<file path="src/hw/cfg_preload_pkg.sv">
`default_nettype none
package cfg_preload_pkg;
   // Image word addresses (byte addresses into the image, 16-bit words).
   localparam logic [7:0] ADDR_SIG = 8'h00;
   localparam logic [7:0] ADDR_VEN = 8'h02;
   localparam logic [7:0] ADDR_DEV = 8'h04;
   localparam logic [7:0] ADDR_OPT_A = 8'h06;
   localparam logic [7:0] ADDR_SSVEN = 8'h08;
   localparam logic [7:0] ADDR_SSID = 8'h0a;
   localparam logic [7:0] ADDR_OPT_B = 8'h0c;
   localparam logic [7:0] ADDR_STEP = 8'h02;
   // Expected signature; the value is arbitrary.
   localparam logic [15:0] SIGNATURE_DEFAULT = 16'h5a3c;
   localparam int NUM_PORTS = 3;
   // Hardware defaults of the loaded fields.
   localparam logic [15:0] ID_RESET = 16'h0000;
   localparam logic [15:0] OPT_RESET = 16'h0000;
   // Field positions inside option word 06h.
   localparam int A_VC = 0;
   localparam int A_L0S_LO = 1;
   localparam int A_L1_LO = 4;
   localparam int A_NOORD_EGR = 8;
   localparam int A_NOORD_TAG = 9;
   localparam int A_SAF = 10;
   localparam int A_CT_LO = 11;
   localparam int A_ARB = 13;
   localparam int A_CRED = 14;
   localparam int A_INTA = 15;
   // Field positions inside option word 0Ch.
   localparam int B_MPS_LO = 0;
   localparam int B_ASPM_LO = 2;
   localparam int B_RBER = 4;
   localparam int B_MSI_DIS = 5;
   localparam int B_PAR_DIS = 6;
   localparam int B_PM_DIS = 7;
   localparam int B_PPNP = 8;
   localparam int B_LBN = 9;
   localparam int B_FREEZE = 10;
   localparam int B_SOF = 11;
   localparam int B_SDN = 12;
   localparam int B_PMDS = 13;
   localparam int B_LTR = 14;
   localparam int B_4KB = 15;
   // Target field positions in the port registers.
   localparam int R144_VC = 0;
   localparam int RCC_ASPM_LO = 10;
   localparam int RCC_L0S_LO = 12;
   localparam int RCC_L1_LO = 15;
   localparam int RCC_SDN = 19;
   localparam int RCC_LBN = 21;
   localparam int R74_SAF = 0;
   localparam int R74_CT_LO = 1;
   localparam int R74_ARB = 3;
   localparam int R74_CRED = 4;
   localparam int R74_NOORD_EGR = 5;
   localparam int R74_NOORD_TAG = 6;
   localparam int R74_PAR_DIS = 15;
   localparam int R3C_INTA = 8;
   localparam int RC4_MPS_LO = 0;
   localparam int RC4_RBER = 15;
   localparam int R70_PM_DIS = 13;
   localparam int R70_MSI_DIS = 14;
   localparam int R8C_SOF = 0;
   localparam int R8C_PMDS = 1;
   localparam int R8C_4KB = 3;
   localparam int R8C_PPNP = 5;
   localparam int R8C_FREEZE = 6;
   localparam int RE4_LTR = 12;
   localparam int FIRST_HOST_PORT = 1;
   typedef enum logic [2:0] {ST_IDLE, ST_REQ, ST_WAIT, ST_DONE} ld_state_t;
endpackage
`default_nettype wire

</file>
<file path="src/hw/eeprom_config_preload.sv">
// Notes on behaviour
// RULE1: Image word 00h must hold the fixed signature marking a valid image.
// RULE2: Word 06h bit 0 goes to offset 144h bit 0, ports 0 to 2.
// RULE3: Word 06h bits 3:1 go to CCh bits 14:12, L0s exit latency.
// RULE4: Word 06h bits 6:4 go to CCh bits 17:15, L1 exit latency.
// RULE5: Word 06h bits 8 and 9 go to 74h bits 5 and 6.
// RULE6: Word 06h bit 10 to 74h bit 0, bits 12:11 to 74h bits 2:1.
// RULE7: Word 06h bit 13 to 74h bit 3, bit 14 to 74h bit 4.
// RULE8: Word 06h bit 15 to 3Ch bit 8 on ports 1 and 2 only.
// RULE9: Word 0Ch bits 1:0 go to C4h bits 1:0, max payload size.
// RULE10: Word 0Ch bits 3:2 go to CCh bits 11:10, ASPM support.
// RULE11: Word 0Ch bit 4 goes to C4h bit 15, role-based error reporting.
// RULE12: Word 0Ch bit 5 goes to 70h bit 14, MSI capability removed.
// RULE13: Word 0Ch bit 6 goes to 74h bit 15, compliance parity disabled.
// RULE14: Word 0Ch bit 7 goes to 70h bit 13, PM capability removed.
// RULE15: Word 0Ch bit 8 goes to 8Ch bit 5, posted passes non-posted.
// RULE16: Word 0Ch bit 9 goes to CCh bit 21 on ports 1 and 2 only.
// RULE17: Word 0Ch bit 10 goes to 8Ch bit 6, ordering frozen.
// RULE18: Word 0Ch bit 11 goes to 8Ch bit 0, start-of-frame latency select.
// RULE19: Word 0Ch bit 12 goes to CCh bit 19, surprise-down reporting.
// RULE20: Word 0Ch bit 13 goes to 8Ch bit 1, PM data select writable.
// RULE21: Word 0Ch bit 14 goes to E4h bit 12, LTR capability.
// RULE22: Word 0Ch bit 15 goes to 8Ch bit 3, 4KB boundary check.
// RULE23: Copy words 02h to 0Ah into IDs, only when the signature matches.
// RULE24: Finish loading before host config access; defaults held until then.
`default_nettype none
module eeprom_config_preload #(
   parameter logic [15:0] SIGNATURE = cfg_preload_pkg::SIGNATURE_DEFAULT
) (
   input wire logic mclk,
   input wire logic nrst,
   output logic rd_req,
   output logic [7:0] rd_addr,
   input wire logic rd_valid,
   input wire logic [15:0] rd_data,
   output logic load_busy,
   output logic load_done,
   output logic image_valid,
   output logic cfg_access_enable,
   output logic [15:0] vendor_id,
   output logic [15:0] device_id,
   output logic [15:0] subsys_vendor_id,
   output logic [15:0] subsys_id,
   output logic [cfg_preload_pkg::NUM_PORTS-1:0] ext_vc_count,
   output logic [cfg_preload_pkg::NUM_PORTS*3-1:0] l0s_exit_latency,
   output logic [cfg_preload_pkg::NUM_PORTS*3-1:0] l1_exit_latency,
   output logic [cfg_preload_pkg::NUM_PORTS-1:0] no_order_egress,
   output logic [cfg_preload_pkg::NUM_PORTS-1:0] no_order_tag,
   output logic [cfg_preload_pkg::NUM_PORTS-1:0] store_forward,
   output logic [cfg_preload_pkg::NUM_PORTS*2-1:0] cut_through_threshold,
   output logic [cfg_preload_pkg::NUM_PORTS-1:0] port_arb_mode,
   output logic [cfg_preload_pkg::NUM_PORTS-1:0] credit_update_mode,
   output logic [cfg_preload_pkg::NUM_PORTS-1:0] inta_pin,
   output logic [cfg_preload_pkg::NUM_PORTS*2-1:0] max_payload_support,
   output logic [cfg_preload_pkg::NUM_PORTS*2-1:0] aspm_support,
   output logic [cfg_preload_pkg::NUM_PORTS-1:0] role_err_report,
   output logic [cfg_preload_pkg::NUM_PORTS-1:0] msi_cap_disable,
   output logic [cfg_preload_pkg::NUM_PORTS-1:0] compliance_parity_disable,
   output logic [cfg_preload_pkg::NUM_PORTS-1:0] pm_cap_disable,
   output logic [cfg_preload_pkg::NUM_PORTS-1:0] posted_pass_nonposted_enable,
   output logic [cfg_preload_pkg::NUM_PORTS-1:0] link_bw_notify_cap,
   output logic [cfg_preload_pkg::NUM_PORTS-1:0] ordering_freeze,
   output logic [cfg_preload_pkg::NUM_PORTS-1:0] tx_frame_start_latency_select,
   output logic [cfg_preload_pkg::NUM_PORTS-1:0] surprise_down_cap,
   output logic [cfg_preload_pkg::NUM_PORTS-1:0] pm_data_select_writable,
   output logic [cfg_preload_pkg::NUM_PORTS-1:0] ltr_cap_enable,
   output logic [cfg_preload_pkg::NUM_PORTS-1:0] boundary_4kb_check
);
   import cfg_preload_pkg::*;

   // All state of the loader in one record, published outputs included.
   typedef struct packed {
      // Sequencer and status.
      ld_state_t st;
      logic [7:0] addr;
      logic req;
      logic busy;
      logic done;
      logic valid;
      // Words held until the image is complete.
      logic [15:0] ven;
      logic [15:0] dev;
      logic [15:0] ssven;
      logic [15:0] ssid;
      logic [15:0] opt_a;
      // Published identifiers.
      logic [15:0] ven_o;
      logic [15:0] dev_o;
      logic [15:0] ssven_o;
      logic [15:0] ssid_o;
      // Published per-port fields.
      logic [NUM_PORTS-1:0] vc;
      logic [NUM_PORTS*3-1:0] l0s;
      logic [NUM_PORTS*3-1:0] l1;
      logic [NUM_PORTS-1:0] noe;
      logic [NUM_PORTS-1:0] notag;
      logic [NUM_PORTS-1:0] saf;
      logic [NUM_PORTS*2-1:0] ct;
      logic [NUM_PORTS-1:0] arb;
      logic [NUM_PORTS-1:0] cred;
      logic [NUM_PORTS-1:0] inta;
      logic [NUM_PORTS*2-1:0] mps;
      logic [NUM_PORTS*2-1:0] aspm;
      logic [NUM_PORTS-1:0] rber;
      logic [NUM_PORTS-1:0] msi;
      logic [NUM_PORTS-1:0] par;
      logic [NUM_PORTS-1:0] pm;
      logic [NUM_PORTS-1:0] ppnp;
      logic [NUM_PORTS-1:0] lbn;
      logic [NUM_PORTS-1:0] frz;
      logic [NUM_PORTS-1:0] sof;
      logic [NUM_PORTS-1:0] sdn;
      logic [NUM_PORTS-1:0] pmds;
      logic [NUM_PORTS-1:0] ltr;
      logic [NUM_PORTS-1:0] b4k;
   } ld_t;

   ld_t s_r;
   ld_t s_nxt;

   // Per-port view of the option words; word 0Ch is taken straight off rd_data.
   logic [NUM_PORTS-1:0] vc_img;
   logic [NUM_PORTS*3-1:0] l0s_img;
   logic [NUM_PORTS*3-1:0] l1_img;
   logic [NUM_PORTS-1:0] noe_img;
   logic [NUM_PORTS-1:0] notag_img;
   logic [NUM_PORTS-1:0] saf_img;
   logic [NUM_PORTS*2-1:0] ct_img;
   logic [NUM_PORTS-1:0] arb_img;
   logic [NUM_PORTS-1:0] cred_img;
   logic [NUM_PORTS-1:0] inta_img;
   // Fields that come from word 0Ch.
   logic [NUM_PORTS*2-1:0] mps_img;
   logic [NUM_PORTS*2-1:0] aspm_img;
   logic [NUM_PORTS-1:0] rber_img;
   logic [NUM_PORTS-1:0] msi_img;
   logic [NUM_PORTS-1:0] par_img;
   logic [NUM_PORTS-1:0] pm_img;
   logic [NUM_PORTS-1:0] ppnp_img;
   logic [NUM_PORTS-1:0] lbn_img;
   logic [NUM_PORTS-1:0] frz_img;
   logic [NUM_PORTS-1:0] sof_img;
   logic [NUM_PORTS-1:0] sdn_img;
   logic [NUM_PORTS-1:0] pmds_img;
   logic [NUM_PORTS-1:0] ltr_img;
   logic [NUM_PORTS-1:0] b4k_img;

   // Sequencer: reads words 00h to 0Ch one at a time, stops early on a bad signature.
   always_comb begin
      s_nxt = s_r;
      s_nxt.req = 1'b0;
      case (s_r.st)
         ST_IDLE: begin
            s_nxt.st = ST_REQ;
            s_nxt.addr = ADDR_SIG;
            s_nxt.busy = 1'b1;
         end
         ST_REQ: begin
            s_nxt.req = 1'b1;
            s_nxt.st = ST_WAIT;
         end
         ST_WAIT: begin
            if (rd_valid) begin
               s_nxt.st = ST_REQ;
               s_nxt.addr = s_r.addr + ADDR_STEP;
               case (s_r.addr)
                  ADDR_SIG: begin
                     if (rd_data != SIGNATURE) begin // RULE1
                        s_nxt.st = ST_DONE;
                        s_nxt.busy = 1'b0;
                        s_nxt.done = 1'b1;
                     end
                  end
                  ADDR_VEN: s_nxt.ven = rd_data; // RULE23
                  ADDR_DEV: s_nxt.dev = rd_data; // RULE23
                  ADDR_OPT_A: s_nxt.opt_a = rd_data;
                  ADDR_SSVEN: s_nxt.ssven = rd_data; // RULE23
                  ADDR_SSID: s_nxt.ssid = rd_data; // RULE23
                  ADDR_OPT_B: begin
                     s_nxt.st = ST_DONE;
                     s_nxt.busy = 1'b0;
                     s_nxt.done = 1'b1; // RULE24
                     s_nxt.valid = 1'b1; // RULE23
                     // Publish everything at once, so the host never sees a half-loaded image.
                     s_nxt.ven_o = s_r.ven; // RULE23
                     s_nxt.dev_o = s_r.dev; // RULE23
                     s_nxt.ssven_o = s_r.ssven; // RULE23
                     s_nxt.ssid_o = s_r.ssid; // RULE23
                     // Fields of word 06h.
                     s_nxt.vc = vc_img; // RULE2
                     s_nxt.l0s = l0s_img; // RULE3
                     s_nxt.l1 = l1_img; // RULE4
                     s_nxt.noe = noe_img; // RULE5
                     s_nxt.notag = notag_img; // RULE5
                     s_nxt.saf = saf_img; // RULE6
                     s_nxt.ct = ct_img; // RULE6
                     s_nxt.arb = arb_img; // RULE7
                     s_nxt.cred = cred_img; // RULE7
                     s_nxt.inta = inta_img; // RULE8
                     // Fields of word 0Ch, taken in the cycle it arrives.
                     s_nxt.mps = mps_img; // RULE9
                     s_nxt.aspm = aspm_img; // RULE10
                     s_nxt.rber = rber_img; // RULE11
                     s_nxt.msi = msi_img; // RULE12
                     s_nxt.par = par_img; // RULE13
                     s_nxt.pm = pm_img; // RULE14
                     s_nxt.ppnp = ppnp_img; // RULE15
                     s_nxt.lbn = lbn_img; // RULE16
                     s_nxt.frz = frz_img; // RULE17
                     s_nxt.sof = sof_img; // RULE18
                     s_nxt.sdn = sdn_img; // RULE19
                     s_nxt.pmds = pmds_img; // RULE20
                     s_nxt.ltr = ltr_img; // RULE21
                     s_nxt.b4k = b4k_img; // RULE22
                  end
                  default: ;
               endcase
            end
         end
         // Stays here until the next reset.
         ST_DONE: ;
         default: s_nxt.st = ST_IDLE;
      endcase
   end

   // State register; every field has a constant reset value.
   always_ff @(posedge mclk or negedge nrst) begin
      if (!nrst) begin
         s_r.st <= ST_IDLE;
         s_r.addr <= ADDR_SIG;
         s_r.req <= 1'b0;
         s_r.busy <= 1'b0;
         s_r.done <= 1'b0;
         s_r.valid <= 1'b0;
         s_r.ven <= ID_RESET;
         s_r.dev <= ID_RESET;
         s_r.ssven <= ID_RESET;
         s_r.ssid <= ID_RESET;
         s_r.opt_a <= OPT_RESET;
         // Published identifiers read as defaults until a good image is complete.
         s_r.ven_o <= ID_RESET;
         s_r.dev_o <= ID_RESET;
         s_r.ssven_o <= ID_RESET;
         s_r.ssid_o <= ID_RESET;
         // Published per-port fields start at their hardware defaults.
         s_r.vc <= '0;
         s_r.l0s <= '0;
         s_r.l1 <= '0;
         s_r.noe <= '0;
         s_r.notag <= '0;
         s_r.saf <= '0;
         s_r.ct <= '0;
         s_r.arb <= '0;
         s_r.cred <= '0;
         s_r.inta <= '0;
         s_r.mps <= '0;
         s_r.aspm <= '0;
         s_r.rber <= '0;
         s_r.msi <= '0;
         s_r.par <= '0;
         s_r.pm <= '0;
         s_r.ppnp <= '0;
         s_r.lbn <= '0;
         s_r.frz <= '0;
         s_r.sof <= '0;
         s_r.sdn <= '0;
         s_r.pmds <= '0;
         s_r.ltr <= '0;
         s_r.b4k <= '0;
      end else begin
         s_r <= s_nxt;
      end
   end

   // Handshake and status outputs, straight from state flip-flops.
   assign rd_req = s_r.req;
   assign rd_addr = s_r.addr;
   assign load_busy = s_r.busy;
   assign load_done = s_r.done;
   assign image_valid = s_r.valid;
   assign cfg_access_enable = s_r.done; // RULE24

   // Identifiers hold their defaults until a good image has been published.
   assign vendor_id = s_r.ven_o;
   assign device_id = s_r.dev_o;
   assign subsys_vendor_id = s_r.ssven_o;
   assign subsys_id = s_r.ssid_o;

   // Published fields of word 06h, one flip-flop per port bit.
   assign ext_vc_count = s_r.vc;
   assign l0s_exit_latency = s_r.l0s;
   assign l1_exit_latency = s_r.l1;
   assign no_order_egress = s_r.noe;
   assign no_order_tag = s_r.notag;
   assign store_forward = s_r.saf;
   assign cut_through_threshold = s_r.ct;
   assign port_arb_mode = s_r.arb;
   assign credit_update_mode = s_r.cred;
   assign inta_pin = s_r.inta;

   // Published fields of word 0Ch, one flip-flop per port bit.
   assign max_payload_support = s_r.mps;
   assign aspm_support = s_r.aspm;
   assign role_err_report = s_r.rber;
   assign msi_cap_disable = s_r.msi;
   assign compliance_parity_disable = s_r.par;
   assign pm_cap_disable = s_r.pm;
   assign posted_pass_nonposted_enable = s_r.ppnp;
   assign link_bw_notify_cap = s_r.lbn;
   assign ordering_freeze = s_r.frz;
   assign tx_frame_start_latency_select = s_r.sof;
   assign surprise_down_cap = s_r.sdn;
   assign pm_data_select_writable = s_r.pmds;
   assign ltr_cap_enable = s_r.ltr;
   assign boundary_4kb_check = s_r.b4k;

   // Per-port distribution of the two option words.
   // The rd_data terms are only used in the cycle in which word 0Ch is taken.
   for (genvar p = 0; p < NUM_PORTS; p++) begin : g_port
      assign vc_img[p] = s_r.opt_a[A_VC]; // RULE2
      assign l0s_img[p*3 +: 3] = s_r.opt_a[A_L0S_LO +: 3]; // RULE3
      assign l1_img[p*3 +: 3] = s_r.opt_a[A_L1_LO +: 3]; // RULE4
      assign noe_img[p] = s_r.opt_a[A_NOORD_EGR]; // RULE5
      assign notag_img[p] = s_r.opt_a[A_NOORD_TAG]; // RULE5
      assign saf_img[p] = s_r.opt_a[A_SAF]; // RULE6
      assign ct_img[p*2 +: 2] = s_r.opt_a[A_CT_LO +: 2]; // RULE6
      assign arb_img[p] = s_r.opt_a[A_ARB]; // RULE7
      assign cred_img[p] = s_r.opt_a[A_CRED]; // RULE7
      assign inta_img[p] = (p >= FIRST_HOST_PORT) ? s_r.opt_a[A_INTA] : 1'b0; // RULE8
      assign mps_img[p*2 +: 2] = rd_data[B_MPS_LO +: 2]; // RULE9
      assign aspm_img[p*2 +: 2] = rd_data[B_ASPM_LO +: 2]; // RULE10
      assign rber_img[p] = rd_data[B_RBER]; // RULE11
      assign msi_img[p] = rd_data[B_MSI_DIS]; // RULE12
      assign par_img[p] = rd_data[B_PAR_DIS]; // RULE13
      assign pm_img[p] = rd_data[B_PM_DIS]; // RULE14
      assign ppnp_img[p] = rd_data[B_PPNP]; // RULE15
      assign lbn_img[p] = (p >= FIRST_HOST_PORT) ? rd_data[B_LBN] : 1'b0; // RULE16
      assign frz_img[p] = rd_data[B_FREEZE]; // RULE17
      assign sof_img[p] = rd_data[B_SOF]; // RULE18
      assign sdn_img[p] = rd_data[B_SDN]; // RULE19
      assign pmds_img[p] = rd_data[B_PMDS]; // RULE20
      assign ltr_img[p] = rd_data[B_LTR]; // RULE21
      assign b4k_img[p] = rd_data[B_4KB]; // RULE22
   end
endmodule
`default_nettype wire

</file>
<file path="config.mk">
export PLATFORM = sky130hd
export DESIGN_NAME = eeprom_config_preload
export DESIGN_NICKNAME = d
export VERILOG_FILES = /design/src/hw/cfg_preload_pkg.sv /design/src/hw/eeprom_config_preload.sv
export SDC_FILE = /design/constraint.sdc
export NUM_CORES = 1
export LEC_CHECK = 0
export BUFFER_PORTS_ARGS = -buffer_cell sky130_fd_sc_hd__buf_4
export CORE_ASPECT_RATIO = 0.5
export CORE_MARGIN = 3
export CORE_UTILIZATION = 45
export DETAILED_ROUTE_END_ITERATION = 8
export PLACE_DENSITY_LB_ADDON = 0.2
export SYNTH_ARGS = -nofsm -noshare
export SYNTH_HDL_FRONTEND = slang
export SYNTH_SLANG_ARGS = --single-unit
</file>
<file path="constraint.sdc">
create_clock -name mclk -period 3.2 [get_ports mclk]
set_input_delay 0.96 -clock mclk [delete_from_list [all_inputs] [get_ports mclk]]
set_output_delay 0.96 -clock mclk [all_outputs]
set_load 0.05 [all_outputs]
</file>
Word level (Yosys, flattened, before mapping)
Cells that the tools add are included.
- logic and storage cells: 86
- bits in registers: 214
- input bits: 19
- output and inout port bits: 170
- add/sub/neg operators: 1
- bitwise gates (word level): 1
- multiplexer cells: 17
- reductions and logical operators: 14
- equal/unequal tests: 14
- operators by type and width (operator ; count):
    two-way mux 240 bit ; 1
    two-way mux 157 bit ; 1
    two-way mux 16 bit ; 5
    equality test 8 x 4 -> 1 bit (second input constant) ; 3
    AND reduction 3 bit ; 6
    equality test 8 x 3 -> 1 bit (second input constant) ; 2
    != test 16 x 15 -> 1 bit (second input constant) ; 1
    case mux 8 bit (2 select lines) ; 1
    case mux 3 bit (4 select lines) ; 1
    two-way mux 11 bit ; 1
    adder 8 x 2 -> 8 bit (second input constant) ; 1
    equality test 8 x 2 -> 1 bit (second input constant) ; 1
    logical NOT 8 bit ; 1
    AND reduction 4 bit ; 2
    equality test 3 x 2 -> 1 bit (second input constant) ; 2
    case mux 3 bit (2 select lines) ; 1
    two-way mux 2 bit ; 2
    != test 2 bit (second input constant) ; 2
    case mux 2 bit (2 select lines) ; 1
    AND reduction 2 bit ; 2
    nonzero test 2 bit ; 2
    equality test 3 x 1 -> 1 bit (second input constant) ; 1
    logical NOT 3 bit ; 1
    != test 3 x 1 -> 1 bit (second input constant) ; 1
    other kinds (4) ; 5

Longest topological paths before layout
- depth after elaboration: 5
- depth in mapped cells: 7
- gate-level depth less buffers: 5

Worst setup path before layout
No wires, ideal clock.
- path type: input port to flip-flop
- from: input port rd_valid
- to: register s_r, in the netlist vendor_id[12]
- library setup time: 0.128 ns
- path slack: 0.990 ns
- path buffers: 2
- required time: 3.072 ns
- data arrival time: 2.082 ns
- cell stages on the path: 5
- cells stage by stage: and4bb_2 > nand4_2 > buf_4 > buf_2 > mux2_1
- cells in the longest elaborated chain, start to end: 1
- ends and longest elaborated chain (what ; RTL line ; source):
    from (decl) ; eeprom_config_preload.sv:34 ; input wire logic rd_valid,
    AND reduction 3 bit (no source line) ; -- ;
    to (decl) ; eeprom_config_preload.sv:118 ; ld_t s_r;
No other way between the ends.
A chain may end at the register's enable or synchronous reset.

Worst setup path after layout
- from: register s_r, in the netlist rd_addr[5]
- to: register s_r[235] in the netlist's numbering
- cells in the longest elaborated chain, start to end: 2
- ends and longest elaborated chain (what ; RTL line ; source):
    equality test 8 x 2 -> 1 bit ; eeprom_config_preload.sv:166 ; case (s_r.addr)
    AND reduction 3 bit (no source line) ; -- ;
No other way between the ends.

==> run_results.csv <==
group,metric,value,unit
logic_synthesis,yosysWarnings,0,
power,powerDensity,557,nW/µm²
timing,fin_tns_setup,0,ps
timing,maxSlewHeadroom,50.6,%
logic_synthesis,ys_ff_latch,187,
floorplan,io_pins,189,
critical_path,path_buf_inv,0,
drt,dr_total_vias,4399,
critical_path,crit_family,"simple AND/OR/NAND/NOR gates",
logic_synthesis,synth_top_area_cell,"dfrtp_1",
timing,slew_viol_final,0,
critical_path,reg2reg_slack,840,ps
logic_synthesis,yosysUniqueCellTypes,38,
final_layout,seqCellArea,4680,µm²
critical_path,crit_required,3500,ps
logic_synthesis,synth_common_cells,"dfrtp_1 (187), buf_4 (171), mux2_2 (155), mux2_1 (19)",
global_route,grt_pass1_wl,26.0,mm
power,power,5.31,mW
logic_synthesis,syn_area_per_cell,13.7,µm²
cts,cts_num_sinks,187,
final_layout,multi_input_area,2430,µm²
critical_path,crit_type,"flop to flop",
logic_synthesis,synth_edf_count,0,
timing,rsz0062_at_grt,"no",
worst_hold_path,holdPathStages,1,
final_layout,area_growth,12.6,%
worst_hold_path,worstHoldStart,"image_valid$_DFFE_PN0P_",
critical_path,start_kind,"flop",
drt,post_drt_wl_per_cell,18.4,µm
final_layout,diodes,0,
cts,clockBufferDepth,2,
logic_synthesis,ys_seq_area_share,55.2,%
cts,hold_buffers,0,
cts,cts-buffers-inserted,17,
critical_path,crit_path_max_fanout,16,
global_route,grtUsageTotal,16.5,%
drt,drt_iter0_drc,66,
placement,port_buffers,185,
cts,clkTransAtPathRegs,70,ps
drt,drt_wl_total,16.8,mm
cts,cts_tree,"built",
floorplan,rows,34,
final_layout,drive_above_1_share,59.0,%
timing,hold_viol,0,
logic_synthesis,synth_flop_cell,"dfrtp_1",
timing,min_period,2360,ps
critical_path,reg2reg_depth,4,
global_route,antenna_found_initial,1,
critical_path,crit_arrival,2660,ps
cts,clock_latency,420,ps
worst_hold_path,hold_class,"flop to flop",
logic_synthesis,synth.top_cells.by_area,"dfrtp_1 (55%), mux2_2 (21%), buf_4 (15%), mux2_1 (2.5%), buf_2 (0.59%)",
drt,viasPerCell,4.82,
critical_path,path_cells,"nor4_4 > nand2b_1 > nor2_4 > mux2_2",
cts,h-tree-depth,4,
timing,max_freq,424,MHz
placement,dp_hpwl,11.3,mm
logic_synthesis,async_flop_share,100,%
timing,setup_viol,0,
floorplan,start_util,47.3,%
floorplan,die_h,103,µm
logic_synthesis,yosysTopAreaCellShare,55.2,%
critical_path,max_stage_delay,580,ps
cts,cts_resized,0,
final_layout,nets,668,
floorplan,die_w,200,µm
timing,clock_skew,7.90,ps
critical_path,timing.rr.start,"rd_addr[5]$_DFFE_PN0P_",
outcome,status,"completed",
drt,antenna_left,0,
final_layout,fillCellCount,1502,
critical_path,cpMaxStageDelayCell,"nor4_4",
timing,fin_crit_sh,73.6,%
timing,worstMarginPinSlew,741,ps
cts,cts_setup_buffers,0,
critical_path,r2r-end,"s_r[235]$_DFFE_PN0P_",
power,p_leak,5.21,nW
job,maxCapViolations,0,
logic_synthesis,synth_area,8480,µm²
timing,whs,480,ps
global_route,grt_pass1_vias,4554,
power,ir_worst_vdd,0.516,mV
global_route,grt_overflow_total,0,
cts,cts-root-buf,"clkbuf_16",
worst_hold_path,hold_path_end,"image_valid$_DFFE_PN0P_",
logic_synthesis,synth_most_common_cell,"dfrtp_1",
floorplan,core_region_area,17900,µm²
global_route,grt_max_degree,89,
critical_path,crit_path_end_kind,"flop",
placement,place_congestion,0.762,
placement,place_area,8940,µm²
drt,firstDrtPassIters,4,
final_layout,final_area,9550,µm²
drt,drc,0,
logic_synthesis,syn_inst,619,
floorplan,die_area,20600,µm²
==> how the worst max path moves through the flow <==
stage / to / depth (start not counted) / slack [ps] / start
6_report: s_r[235]$_DFFE_PN0P_ / 4 / 840 / rd_addr[5]$_DFFE_PN0P_
5_1_grt: s_r[235]$_DFFE_PN0P_ / 4 / 710 / rd_addr[4]$_DFFE_PN0P_
4_1_cts: s_r[198]$_DFFE_PN0P_ / 3 / 790 / rd_addr[5]$_DFFE_PN0P_
3_5_place_dp: s_r[199]$_DFFE_PN0P_ / 4 / 560 / rd_valid
3_3_place_gp: s_r[190]$_DFFE_PN0P_ / 4 / 610 / rd_valid
2_1_floorplan: vendor_id[12]$_DFFE_PN0P_ / 5 / 990 / rd_valid
==> report_power, final <==
part	switching (mW)	internal [mW]
registers	0.165	2.42
logic	0.374	0.194
clock network	0.956	1.20
==> routing by layer <==
layer  up-vias  part of all wire (%)  wire length [µm]  global-route usage [%]
met5         -                     0                 0                       0
met4         0                  0.91               153                    4.89
met3        13                   3.6               595                    3.94
met2        72                    49              8290                    27.7
met1      2298                    46              7720                    21.7
li1       2016                     -                 -                       -
==> placed cells by master, fill, tap and decap left out, drive strengths merged, types with 3 or more instances in the layout <==
cell type	synthesis	routed
nand4b	3	3
clkbuf	6	20
inv	4	10
clkinv	0	4
nor2	6	6
buf	182	195
dfrtp	187	187
o21ai	6	6
conb	1	3
a21oi	3	3
a22o	3	3
nand2	10	10
mux2	174	174
nand4	6	6
nand3	4	4
==> sequential cells by signal, indices dropped and copies added (netlist names), 2 cells and up <==
signal	flops
subsys_vendor_id	16
subsys_id	16
ct_img	2
cut_through_threshold	2
l1_exit_latency	3
device_id	16
max_payload_support	2
aspm_support	2
vendor_id	16
s_r	68
l0s_exit_latency	3
l1_img	3
l0s_img	3
rd_addr	7
==> stage by stage <==
step	setup slack [ps]	cells	util [%]
6_report	844	913	53.3
3_3_place_gp	607	881	49.9
2_1_floorplan	990	621	-
4_1_cts	791	913	53.3
3_5_place_dp	562	881	49.9
5_1_grt	710	913	53.3
==> cell families after synthesis <==
group / count (synthesis) / synth area share [%]
other cells: 1 / 0.0442
buf+inv: 192 / 16.3
compound gates: 15 / 1.12
fa+ha+maj: 1 / 0.148
mux: 176 / 23.3
simple gates: 47 / 3.84
flops: 187 / 55.2
==> final cells by class <==
cell class	count	share of cell area, %
clock inverters	13	1.66
well taps	252	3.30
repair buffers	196	15.7
inverters	4	0.157
flip-flops and latches	187	49.0
clock buffers	19	4.64
multi-input cells	242	25.5
Note: power is estimated with default switching activity, not from simulation.
